**config.mk**
```make
export PLATFORM = sky130hd
export DESIGN_NAME = multi_timer_unit
export DESIGN_NICKNAME = d
export VERILOG_FILES = /design/src/hdl/timer_ctl_pkg.sv /design/src/hdl/multi_timer_unit.sv
export SDC_FILE = /design/constraint.sdc
export NUM_CORES = 2
export LEC_CHECK = 0
export BUFFER_PORTS_ARGS = -buffer_cell sky130_fd_sc_hd__buf_2
export CAP_MARGIN = 15
export CORE_AREA = 2 2 224 226
export CTS_CLUSTER_DIAMETER = 60
export DETAILED_ROUTE_END_ITERATION = 8
export DIE_AREA = 0 0 226 228
export HOLD_SLACK_MARGIN = 0.1
export PLACE_DENSITY = 0.78
export SLEW_MARGIN = 10
export SYNTH_ARGS = -nofsm -noshare
export SYNTH_HDL_FRONTEND = slang
export SYNTH_SLANG_ARGS = --single-unit
```
**constraint.sdc**
```tcl
create_clock -name clock_i -period 5.7 [get_ports clock_i]
set_input_delay 1.14 -clock clock_i [delete_from_list [all_inputs] [get_ports clock_i]]
set_output_delay 1.14 -clock clock_i [all_outputs]
set_load 0.005 [all_outputs]
```
**src/hdl/timer_ctl_pkg.sv**
```systemverilog
/*
 timer_ctl_pkg: offsets, reset values and carrier types of the timer unit.
 assumes: word-addressed avalon slave, 32-bit data, registers in low 16 bits.
*/
package timer_ctl_pkg;

	// ----------------------------------------
	// word indices of the registers
	// ----------------------------------------
	localparam logic [4:0] IDX_MODE      = 5'h00;
	localparam logic [4:0] IDX_PIN_LOW   = 5'h01;
	localparam logic [4:0] IDX_PIN_HIGH  = 5'h02;
	localparam logic [4:0] IDX_IRQ_EN    = 5'h03;
	localparam logic [4:0] IDX_IRQ_FLAGS = 5'h04;
	localparam logic [4:0] IDX_PRESC_A   = 5'h05;
	localparam logic [4:0] IDX_PRESC_B   = 5'h06;
	localparam logic [4:0] IDX_COUNT0    = 5'h08;
	localparam logic [4:0] IDX_PERIOD0   = 5'h0C;
	localparam logic [4:0] IDX_DUTY0     = 5'h10;

	// ----------------------------------------
	// values after reset and fixed figures
	// ----------------------------------------
	localparam logic [15:0] RST_WORD  = 16'h0000;
	localparam logic [15:0] CNT_TOP16 = 16'hFFFF;
	localparam logic [15:0] CNT_TOP8  = 16'h00FF;
	localparam logic [15:0] CNT_ONE   = 16'h0001;

	// ----------------------------------------
	// subsystem operating modes
	// ----------------------------------------
	typedef enum logic [1:0] {
		MODE_LOW_POWER = 2'b00,
		MODE_DUAL8     = 2'b01,
		MODE_PWM16     = 2'b10,
		MODE_CAPTURE   = 2'b11
	} tmode_t;

	// ----------------------------------------
	// carriers
	// ----------------------------------------
	typedef struct packed {
		logic        read;
		logic        write;
		logic [4:0]  address;
		logic [31:0] writedata;
		logic [3:0]  byteenable;
	} bus_req_t;

	typedef struct packed {
		logic [15:0] cnt;
		logic        rise;
		logic        dmatch;
		logic        pmatch;
	} pwm_res_t;

endpackage
```
**src/hdl/multi_timer_unit.sv**
```systemverilog
/*
 multi_timer_unit: control, status, prescalers and counters of a
 four-subsystem timer with pwm and capture on eight timer pins.
 assumes: one 20 MHz clock, synchronous active-low reset, an avalon-mm
 master that holds its request until waitrequest is seen low.
*/
// Behaviour
// - edge code picks capture edge and counter reset per pin
// - polarity 0: output high on 00h to 01h, low on duty match
// - polarity 1: output low on 00h to 01h, high on duty match
// - stopped counter forces its pwm output to the polarity bit
// - capture ignores polarity; pwm ignores edge code
// - first pin register: pins 1-4, nibble per pin, edge 2:0, polarity 3
// - second pin register: pins 5-8, same layout
// - enables gate only the request; flags set regardless
// - enable register changes only by software writes
// - flag set by event; write one clears, zero keeps
// - four flags a-d per subsystem, subsystem 1 in bits 3:0
// - reset clears all flags
// - prescaler divides by compare value plus one
// - prescaler pairs: low byte odd subsystem, high byte even
// - counter steps when prescaler count equals compare
// - counter reads give the live value at any time
// - reset clears pin, enable, prescaler and counter registers
// - flag a duty/capture-period, b period/capture-duty, c, d as mapped
// - each subsystem drives one interrupt request
// - in low power, writing one to its flags does not clear them
`timescale 1ns/10ps
`default_nettype none

module multi_timer_unit
	import timer_ctl_pkg::*;
(
	// clock and reset
	input  wire  logic        clock_i,
	input  wire  logic        rst_b_i,
	// register bus
	input  wire  bus_req_t    avs_req_i,
	output logic [31:0]       avs_readdata_o,
	output logic              avs_waitrequest_o,
	// timer pins
	input  wire  logic [7:0]  timer_pin_i,
	output logic [7:0]        timer_pin_o,
	output logic [7:0]        timer_pin_oe_o,
	// interrupt requests, one per subsystem
	output logic [3:0]        irq_o
);

	// ----------------------------------------
	// state
	// ----------------------------------------
	typedef struct packed {
		logic [15:0]       mode;
		logic [7:0][3:0]   pin_nib;
		logic [15:0]       irq_en;
		logic [15:0]       flags;
		logic [3:0][7:0]   presc;
		logic [3:0][7:0]   ps_cnt;
		logic [3:0][15:0]  cnt;
		logic [3:0][15:0]  per;
		logic [3:0][15:0]  dty;
		logic [7:0]        sync1;
		logic [7:0]        sync2;
		logic [7:0]        sync3;
		logic [7:0]        lvl;
		logic [7:0]        pin_out;
		logic [7:0]        pin_oe;
		logic [3:0]        irq;
		logic              wait_rq;
		logic [31:0]       rdata;
	} state_t;

	state_t r_reg;
	state_t r_next;

	// ----------------------------------------
	// helpers
	// ----------------------------------------
	// edge code to {capture, counter reset}
	function automatic logic [1:0] edge_decode(input logic [2:0] code,
		input logic rise, input logic fall);
		logic cap;
		logic rst;
		// bit 2 selects both edges; below that, bit 0 selects the falling one
		cap = code[2] ? (rise | fall) : (code[0] ? fall : rise);
		rst = 1'b0;
		case (code)
			3'b010, 3'b101: rst = rise;
			3'b011, 3'b110: rst = fall;
			3'b111:         rst = rise | fall;
			default:        rst = 1'b0;
		endcase
		return {cap, rst};
	endfunction

	// one pwm counter step; period match wraps to zero, as does the top
	function automatic pwm_res_t pwm_step(input logic [15:0] cnt,
		input logic [15:0] per, input logic [15:0] dty,
		input logic [15:0] top);
		pwm_res_t res;
		res.pmatch = (cnt == per);
		if (res.pmatch || cnt == top)
			res.cnt = RST_WORD;
		else
			res.cnt = cnt + CNT_ONE;
		res.rise   = (res.cnt == CNT_ONE);
		res.dmatch = (res.cnt == dty);
		return res;
	endfunction

	// pin level after a pwm step for the given polarity
	function automatic logic pwm_level(input logic cur, input logic pol,
		input pwm_res_t res);
		logic lv;
		lv = cur;
		if (res.rise)
			lv = ~pol;
		if (res.dmatch)
			lv = pol;
		return lv;
	endfunction

	// ----------------------------------------
	// next state
	// ----------------------------------------
	// bus accesses need two cycles: waitrequest drops one edge after the
	// request appears, which keeps read data registered
	always_comb
	begin
		logic        req;
		logic        wr;
		logic        word_ok;
		logic [15:0] wd;
		logic [15:0] set;
		logic [15:0] clr;
		logic [7:0]  nlvl;
		logic [7:0]  rise;
		logic [7:0]  fall;
		tmode_t      md;
		logic        lp;
		logic        runl;
		logic        runh;
		logic        run_any;
		logic        tick;
		logic [1:0]  dl;
		logic [1:0]  dh;
		logic [3:0]  nl;
		logic [3:0]  nh;
		pwm_res_t    pl;
		pwm_res_t    ph;
		logic [15:0] hb;
		req     = avs_req_i.read | avs_req_i.write;
		wr      = avs_req_i.write & ~r_reg.wait_rq;
		word_ok = (avs_req_i.byteenable[1:0] == 2'b11);
		wd      = avs_req_i.writedata[15:0];
		set     = '0;
		clr     = '0;
		md      = MODE_LOW_POWER;
		lp      = 1'b0;
		runl    = 1'b0;
		runh    = 1'b0;
		run_any = 1'b0;
		tick    = 1'b0;
		dl      = '0;
		dh      = '0;
		nl      = '0;
		nh      = '0;
		pl      = '0;
		ph      = '0;
		hb      = '0;
		r_next  = r_reg;

		// pin inputs: three stages, a level counts once stages 2 and 3 agree
		r_next.sync1 = timer_pin_i;
		r_next.sync2 = r_reg.sync1;
		r_next.sync3 = r_reg.sync2;
		nlvl = (r_reg.sync2 & r_reg.sync3) | (r_reg.lvl & (r_reg.sync2 ^ r_reg.sync3));
		r_next.lvl = nlvl;
		rise = nlvl & ~r_reg.lvl;
		fall = ~nlvl & r_reg.lvl;

		// software writes to the plain control registers
		if (wr && word_ok)
		begin
			unique case (avs_req_i.address)
				IDX_MODE:     r_next.mode = wd;
				IDX_PIN_LOW:  r_next.pin_nib[3:0] = wd;
				IDX_PIN_HIGH: r_next.pin_nib[7:4] = wd;
				IDX_IRQ_EN:   r_next.irq_en = wd;
				IDX_IRQ_FLAGS: clr = wd;
				IDX_PRESC_A:  r_next.presc[1:0] = wd;
				IDX_PRESC_B:  r_next.presc[3:2] = wd;
				default: ;
			endcase
		end

		// per subsystem: prescaler, counter, pins and events
		for (int s = 0; s < 4; s++)
		begin
			md   = tmode_t'(r_reg.mode[4*s+2 +: 2]);
			lp   = (md == MODE_LOW_POWER);
			runl = r_reg.mode[4*s] & ~lp;
			runh = r_reg.mode[4*s+1] & ~lp;
			run_any = (md == MODE_DUAL8) ? (runl | runh) : runl;
			tick = run_any && (r_reg.ps_cnt[s] == r_reg.presc[s]);
			if (run_any)
				r_next.ps_cnt[s] = tick ? 8'h00 : r_reg.ps_cnt[s] + 8'h01;
			nl = r_reg.pin_nib[2*s];
			nh = r_reg.pin_nib[2*s+1];
			hb = {8'h00, r_reg.cnt[s][15:8]};
			r_next.pin_oe[2*s]   = (md == MODE_DUAL8) || (md == MODE_PWM16);
			r_next.pin_oe[2*s+1] = (md == MODE_DUAL8);

			unique case (md)
				MODE_PWM16:
				begin
					// higher pin is not driven in 16-bit pwm
					pl = pwm_step(r_reg.cnt[s], r_reg.per[s], r_reg.dty[s], CNT_TOP16);
					r_next.pin_out[2*s+1] = nh[3];
					if (!runl)
						r_next.pin_out[2*s] = nl[3];
					else if (tick)
					begin
						r_next.cnt[s] = pl.cnt;
						r_next.pin_out[2*s] = pwm_level(r_reg.pin_out[2*s], nl[3], pl);
						set[4*s]   = pl.dmatch;
						set[4*s+1] = pl.pmatch;
					end
				end
				MODE_DUAL8:
				begin
					pl = pwm_step({8'h00, r_reg.cnt[s][7:0]}, {8'h00, r_reg.per[s][7:0]},
						{8'h00, r_reg.dty[s][7:0]}, CNT_TOP8);
					ph = pwm_step(hb, {8'h00, r_reg.per[s][15:8]},
						{8'h00, r_reg.dty[s][15:8]}, CNT_TOP8);
					if (!runl)
						r_next.pin_out[2*s] = nl[3];
					else if (tick)
					begin
						r_next.cnt[s][7:0] = pl.cnt[7:0];
						r_next.pin_out[2*s] = pwm_level(r_reg.pin_out[2*s], nl[3], pl);
						set[4*s]   = pl.dmatch;
						set[4*s+1] = pl.pmatch;
					end
					if (!runh)
						r_next.pin_out[2*s+1] = nh[3];
					else if (tick)
					begin
						r_next.cnt[s][15:8] = ph.cnt[7:0];
						r_next.pin_out[2*s+1] = pwm_level(r_reg.pin_out[2*s+1], nh[3], ph);
						set[4*s+2] = ph.dmatch;
						set[4*s+3] = ph.pmatch;
					end
				end
				MODE_CAPTURE:
				begin
					// pins are inputs; the polarity bit plays no part here
					r_next.pin_out[2*s]   = 1'b0;
					r_next.pin_out[2*s+1] = 1'b0;
					if (runl)
					begin
						if (tick)
						begin
							r_next.cnt[s] = r_reg.cnt[s] + CNT_ONE;
							set[4*s+2] = (r_reg.cnt[s] == CNT_TOP16);
						end
						dl = edge_decode(nl[2:0], rise[2*s], fall[2*s]);
						dh = edge_decode(nh[2:0], rise[2*s+1], fall[2*s+1]);
						if (dl[1])
							r_next.per[s] = r_reg.cnt[s];
						if (dh[1])
							r_next.dty[s] = r_reg.cnt[s];
						set[4*s]   = set[4*s] | dl[1];
						set[4*s+1] = set[4*s+1] | dh[1];
						if (dl[0] || dh[0])
						begin
							r_next.cnt[s]    = RST_WORD;
							r_next.ps_cnt[s] = 8'h00;
						end
					end
				end
				MODE_LOW_POWER:
				begin
					// everything frozen; outputs rest at the polarity level
					r_next.pin_out[2*s]   = nl[3];
					r_next.pin_out[2*s+1] = nh[3];
					clr[4*s +: 4] = 4'h0;
				end
			endcase

			// counter, period and duty writes; counter only while stopped
			if (wr && word_ok && !lp)
			begin
				if (avs_req_i.address == IDX_COUNT0 + 5'(s) && !runl && !runh)
					r_next.cnt[s] = wd;
				if (avs_req_i.address == IDX_PERIOD0 + 5'(s))
					r_next.per[s] = wd;
				if (avs_req_i.address == IDX_DUTY0 + 5'(s))
					r_next.dty[s] = wd;
			end
		end

		// flags: a hardware event wins over a clearing write
		r_next.flags = (r_reg.flags & ~clr) | set;
		for (int s = 0; s < 4; s++)
			r_next.irq[s] = |(r_next.flags[4*s +: 4] & r_next.irq_en[4*s +: 4]);

		// bus handshake and read data
		r_next.wait_rq = ~(req & r_reg.wait_rq);
		if (avs_req_i.read && r_reg.wait_rq)
		begin
			r_next.rdata = '0;
			unique case (avs_req_i.address)
				IDX_MODE:      r_next.rdata[15:0] = r_reg.mode;
				IDX_PIN_LOW:   r_next.rdata[15:0] = r_reg.pin_nib[3:0];
				IDX_PIN_HIGH:  r_next.rdata[15:0] = r_reg.pin_nib[7:4];
				IDX_IRQ_EN:    r_next.rdata[15:0] = r_reg.irq_en;
				IDX_IRQ_FLAGS: r_next.rdata[15:0] = r_reg.flags;
				IDX_PRESC_A:   r_next.rdata[15:0] = r_reg.presc[1:0];
				IDX_PRESC_B:   r_next.rdata[15:0] = r_reg.presc[3:2];
				default:
				begin
					for (int s = 0; s < 4; s++)
					begin
						if (avs_req_i.address == IDX_COUNT0 + 5'(s))
							r_next.rdata[15:0] = r_reg.cnt[s];
						if (avs_req_i.address == IDX_PERIOD0 + 5'(s))
							r_next.rdata[15:0] = r_reg.per[s];
						if (avs_req_i.address == IDX_DUTY0 + 5'(s))
							r_next.rdata[15:0] = r_reg.dty[s];
					end
				end
			endcase
		end
	end

	// ----------------------------------------
	// registers
	// ----------------------------------------
	// all state clears on reset; waitrequest idles high
	always_ff @(posedge clock_i)
	begin
		if (!rst_b_i)
		begin
			r_reg         <= '0;
			r_reg.wait_rq <= 1'b1;
		end
		else
			r_reg <= r_next;
	end

	// ----------------------------------------
	// outputs, straight from the state
	// ----------------------------------------
	assign avs_readdata_o    = r_reg.rdata;
	assign avs_waitrequest_o = r_reg.wait_rq;
	assign timer_pin_o       = r_reg.pin_out;
	assign timer_pin_oe_o    = r_reg.pin_oe;
	assign irq_o             = r_reg.irq;

endmodule

`default_nettype wire

```
## After elaboration in Yosys (flattened, before gate mapping)

Cells that the tools add are included.

| storage, ports and cells | value |
|---|---|
| register bits after elaboration | 405 |
| input bits | 53 |
| output and inout bits | 53 |
| word-level logic and storage cells | 643 |

| operators by class | value |
|---|---|
| $add $sub $neg | 16 |
| equal/unequal tests | 147 |
| multiplexer cells | 293 |
| bitwise operators | 52 |
| reduce and logical (&&, ||, !) cells | 88 |

Operators with widths:

| operator | count |
|---|---|
| 16-bit two-way mux | 100 |
| 8-bit two-way mux | 36 |
| 16-bit by 1-bit == test with 1-bit output, second input constant | 12 |
| 16-bit case mux with 3 select lines | 4 |
| 16-bit == test | 8 |
| 16-bit by 8-bit == test with 1-bit output | 8 |
| 16-bit case mux with 7 select lines | 1 |
| 8-bit == test | 12 |
| 1-bit two-way mux | 92 |
| 8-bit by 1-bit adder with 9-bit output, second input constant | 8 |
| 3-bit == test, second input constant | 24 |
| 9-bit two-way mux | 8 |
| 16-bit by 1-bit adder with 16-bit output, second input constant | 4 |
| 16-bit == test, second input constant | 4 |
| 8-bit == test, second input constant | 8 |
| 3-bit by 2-bit == test with 1-bit output, second input constant | 16 |
| 2-bit two-way mux | 24 |
| 4-bit by 2-bit != test with 1-bit output, second input constant | 12 |
| 5-bit by 4-bit == test with 1-bit output, second input constant | 8 |
| 8-bit by 1-bit adder with 8-bit output, second input constant | 4 |
| 8-bit AND | 4 |
| 2-bit case mux with 4 select lines | 4 |
| 2-bit OR reduction | 16 |
| 3-bit by 2-bit != test with 1-bit output, second input constant | 8 |
| other kinds (30) | 171 |

## Logic depth before layout (Yosys ltp)

| depth | value |
|---|---|
| depth after elaboration | 15 |
| gate-level depth with buffers | 14 |
| gate-level depth less buffers | 12 |

## Worst setup path after synthesis

No wires, ideal clock.

| timing path | value |
|---|---|
| path kind | in2reg |
| start | input port avs_req_i[38] in the netlist's numbering |
| end | register r_reg (netlist bit irq_o[3]) |
| arrival time | 3318 ps |
| path slack | 2250 ps |
| cell stages on the path | 8 |
| path through | or3_1 > clkbuf_1 > nor3_1 > buf_2 > mux2i_1 > nor3_1 > a221oi_1 > nand3_1 |

| between the ends | value |
|---|---|
| cells in the longest elaborated chain, start to end | 9 |
| elaborated cells on any way between the ends | 12 |
| classes of those cells | eq/ne: 2; mux: 5; bitwise: 4; reduce/logical: 1 |

RTL lines:

| element | line | text |
|---|---|---|
| start, declared | multi_timer_unit.sv:38 | `input wire bus_req_t avs_req_i,` |
| 5-bit by 3-bit == test with 1-bit output | multi_timer_unit.sv:185 | `unique case (avs_req_i.address)` |
| 16-bit two-way mux | multi_timer_unit.sv:185 |  |
| 16-bit two-way mux | multi_timer_unit.sv:183 | `if (wr && word_ok)` |
| 4-bit two-way mux | multi_timer_unit.sv:214 | `unique case (md)` |
| 16-bit inverter | multi_timer_unit.sv:304 | `r_next.flags = (r_reg.flags & ~clr) \| set;` |
| 16-bit AND | multi_timer_unit.sv:304 |  |
| 16-bit OR | multi_timer_unit.sv:304 |  |
| 4-bit AND (*) | multi_timer_unit.sv:306 | `r_next.irq[s] = \|(r_next.flags[4*s +: 4] & r_next.irq_en[4*s +: 4]);` |
| 4-bit OR reduction (*) | multi_timer_unit.sv:306 |  |
| end signal, assigned | multi_timer_unit.sv:349 | `r_reg <= r_next;` |
| end, declared | multi_timer_unit.sv:73 | `state_t r_reg;` |

Mark *: on every way between the ends. The rest lies on a longest branch, timed or not.
A chain may end at the register's enable or synchronous reset.

## Worst setup path after layout

| timing path | value |
|---|---|
| start | register r_reg[222] in the netlist's numbering |
| end | register r_reg (netlist bit timer_pin_o[0]) |

| between the ends | value |
|---|---|
| cells in the longest elaborated chain, start to end | 9 |
| elaborated cells on any way between the ends | 14 |
| classes of those cells | add/sub: 1; eq/ne: 5; mux: 6; reduce/logical: 2 |

RTL lines:

| element | line | text |
|---|---|---|
| branches (longest 2 deep; another with 16-bit by 1-bit adder with 16-bit output) | - |  |
| 16-bit two-way mux (*) | multi_timer_unit.sv:102 | `if (res.pmatch \|\| cnt == top)` |
| 16-bit two-way mux (*) | multi_timer_unit.sv:214 |  |
| 16-bit == test | multi_timer_unit.sv:107 | `res.dmatch = (res.cnt == dty);` |
| 1-bit two-way mux | multi_timer_unit.sv:118 | `if (res.dmatch)` |
| 1-bit two-way mux | multi_timer_unit.sv:222 | `else if (tick)` |
| 1-bit two-way mux | multi_timer_unit.sv:220 | `if (!runl)` |
| 2-bit case mux with 4 select lines | multi_timer_unit.sv:214 |  |

Every way passes the cells marked *. The select of a mux whose other input is x is not followed.

==> impl_results.md <==
- Outcome: completed
- Hold Path Stages: 1
- CTS resizes: 0
- Fin cells: 4419
- Post-Route Setup TNS: 0 ns
- Worst-margin pin slew: ~1.2 ns
- Layout area overhead: 6.42%
- Core ar.: slightly below 50000 µm²
- Final-layout fill cell count: around 4400
- Die Wd: about 230 µm
- Register Area: about 8100 µm²
- Clock tree buffer depth: 3
- Post-detailed-route wirelength per cell: about 24 µm
- Placer Congestion: 1.05
- Final Critical Period: ~4.4 ns
- Avg Inst Size Synth: between 7 and 8 µm²
- Die ar.: 51500 µm²
- First-pass GRT wire length: approximately 160 mm
- Synthesized area: 29300 µm²
- Post-CTS Setup Repair Bufs: 0
- Largest register FFs: 352
- CP arrival: between 4 and 5 ns
- Row count: approximately 80
- FF-to-FF Start: r_reg[222]
- Part of the cycle the worst path needs: 0.771
- Skew-Pair Late Insertion Delay: 0.63 ns
- WHS Endpoint: r_next[68]
- Register-to-Register Path Depth: 11
- R2R setup slack: 1.30 ns
- Total Wirelength: 108 mm
- Most used DFF post-synth: dfxtp_1
- Crit path kind: reg2reg
- DR vias/cell: 6.91
- Max-slew headroom: 0.204
- Final Hold Viols: 0
- GRT Util Overall: 0.405
- Leak: around 11 nW
- Root Driver: clkbuf_16
- EDFF count, synth: 0
- TritonCTS clock tree: yes
- Pin count of the biggest net entering global routing: between 100 and 150
- Vias in the first global route: about 28000
- Hold path start: r_next[76]
- Io pins: 106
- Post-CTS Hold Buffers: 0
- Max VDD drop: roughly 0.35 mV
- Clk pin slew, worst setup/hold paths: 0.06 ns
- Ys async rst share: 0
- Synth warn: 0
- Initial Util: 0.594
- DR pass1 iterations: 9
- H-tree depth: 2
- Drt drc: 0
- Number of distinct library cells after synthesis: approximately 100
- Iter 0 DRT Violations: 4598
- Clock sinks: 405
- GRT overflow: 0
- Critical path endpoint category: flop
- Maximum net fanout on the critical path: 13
- MaxCap Viol Count: 0
- Multi-input combinational cell area: 19300 µm²
- Antenna violations before repair: 3
- Post-synthesis sequential area ratio: 0.277
- Vert. Die Dim: 228 µm
- Final setup violation count: 0
- Layout Skew: slightly above 0.05 ns
- Worst Path Required: 6.21 ns
- Post-DP HPWL: between 70 and 80 mm
- End of the worst register-to-register path: timer_pin_o[0]
- Hold Path Class: reg2reg
- Routed Antenna Nets: 0
- FMAX: 228 MHz
- Share of layout cells above drive strength 1: 0.0838
- CTS buffer count: between 40 and 50
- Synth Register Bits: about 400
- Critical path startpoint category: flop
- RSZ-0062 raised after global routing: no
- Placed Instances: roughly 4300
- Via count: approximately 30000
- Final Max Tran Viols: 0
- Port bufs: 71
- Number of nets in the layout: 3796
- Mapped Cells: 3894
- Power Density: 207 nW/µm²
## synth_stat cells, drive strengths merged (17+ instances only)
cell type	number	area, µm²
a22oi	61	458
nand2	427	1600
and2	56	350
a32oi	22	193
o31ai	20	155
xnor2	146	1290
o221ai	18	158
o211ai	31	233
a41oi	17	149
a22o	28	245
o22ai	31	194
nor3b	21	158
nor4	50	370
o21a	18	135
a211oi	157	1180
dfxtp	405	8110
nand2b	20	125
nand4	68	459
buf	127	773
nor2b	30	188
nand3	96	498
nor2	437	1650
o32ai	17	149
a221oi	36	322
mux2i	150	1500
or3	20	125
and4	23	201
nor3	66	335
ha	38	475
clkbuf	268	1010
and3	40	250
a31oi	46	288
inv	68	255
o21ai	196	981
a21oi	288	1450
xor2	88	771
## metal layers
metal | up-vias | GRT usage | wire length, µm
met2 | 2202 | 0.591 | 44900
met4 | 2 | 0.220 | 6430
li1 | 13800 | - | -
met5 | - | 0 | 10
met1 | 14100 | 0.552 | 41600
met3 | 414 | 0.0933 | 14700
## worst max-delay path, cell delays in order, from the launching register on
cell and delay, ns:
dfxtp_1 0.68, ha_1 0.47, nand2_1 0.14, or3_1 0.41
nor2_1 0.70, nor2_1 0.32, or4_1 0.50, a32oi_1 0.29
a21oi_1 0.13, o31ai_1 0.35, nor2_1 0.09, a41o_1 0.21
## final cells by class
type,count,area share
clock inverters,32,0.0124
multi-input cells,3035,0.619
well taps,672,0.0270
clock buffers,59,0.0431
inverters,74,0.00915
diodes,2,0.000161
repair buffers,140,0.0291
flip-flops and latches,405,0.260
## cell families (layout without fill, tap and decap cells)
group / after synthesis / after routing / share of synthesized area
muxes: 159 / 159 / 0.0547
other: 1 / 18 / 0.000128
adders and majority gates: 38 / 38 / 0.0162
and+or+nand+nor: 1417 / 1417 / 0.233
AOI/OAI and AO/OA: 1156 / 1156 / 0.267
xor gates and xnor gates: 249 / 249 / 0.0821
buffers and inverters: 469 / 305 / 0.0703
DFF: 405 / 405 / 0.277
## through the flow
step	hold WS (ns)	power, W	area, µm²	worst slack (ns)	utilization
detailed placement	0.419	0.00317	29400	1.51	0.596
global route	0.459	0.00658	31200	1.13	0.632
global placement	0.412	0.00317	29400	1.59	0.596
CTS	0.430	0.00645	31100	1.48	0.631
finish	0.429	0.00646	31200	1.30	0.632
floorplan	0.412	0.00307	29300	2.25	-
## how the worst max path moves through the flow
stage | from | endpoint | slack, ns | cells after the start
6_report | r_reg[222] | timer_pin_o[0] | 1.30 | 11
5_1_grt | r_reg[222] | timer_pin_o[0] | 1.13 | 11
4_1_cts | r_reg[222] | timer_pin_o[0] | 1.48 | 11
3_5_place_dp | r_reg[222] | timer_pin_o[0] | 1.51 | 11
3_3_place_gp | r_reg[222] | timer_pin_o[0] | 1.59 | 11
2_1_floorplan | avs_req_i[38] | irq_o[3] | 2.25 | 8
## placed cells by master, fill, tap and decap left out, types with 49 or more instances in the layout
cell type,n
a211oi_1,156
a21oi_1,280
a22oi_1,61
and2_1,54
buf_2,71
buf_4,67
clkbuf_16,49
dfxtp_1,405
inv_1,68
mux2i_1,150
nand2_1,427
nand3_1,94
nand4_1,64
nor2_1,436
nor3_1,56
o21ai_0,189
xnor2_1,144
xor2_1,88
## power by group
| group | switching (W) | total, W | internal, W |
|---|---|---|---|
| clock network | 0.00139 | 0.00333 | 0.00194 |
| registers | 0.0000127 | 0.00286 | 0.00285 |
| logic | 0.000209 | 0.000266 | 0.0000570 |
| total | 0.00162 | 0.00646 | 0.00484 |
Power figures use the tool's default switching activity.
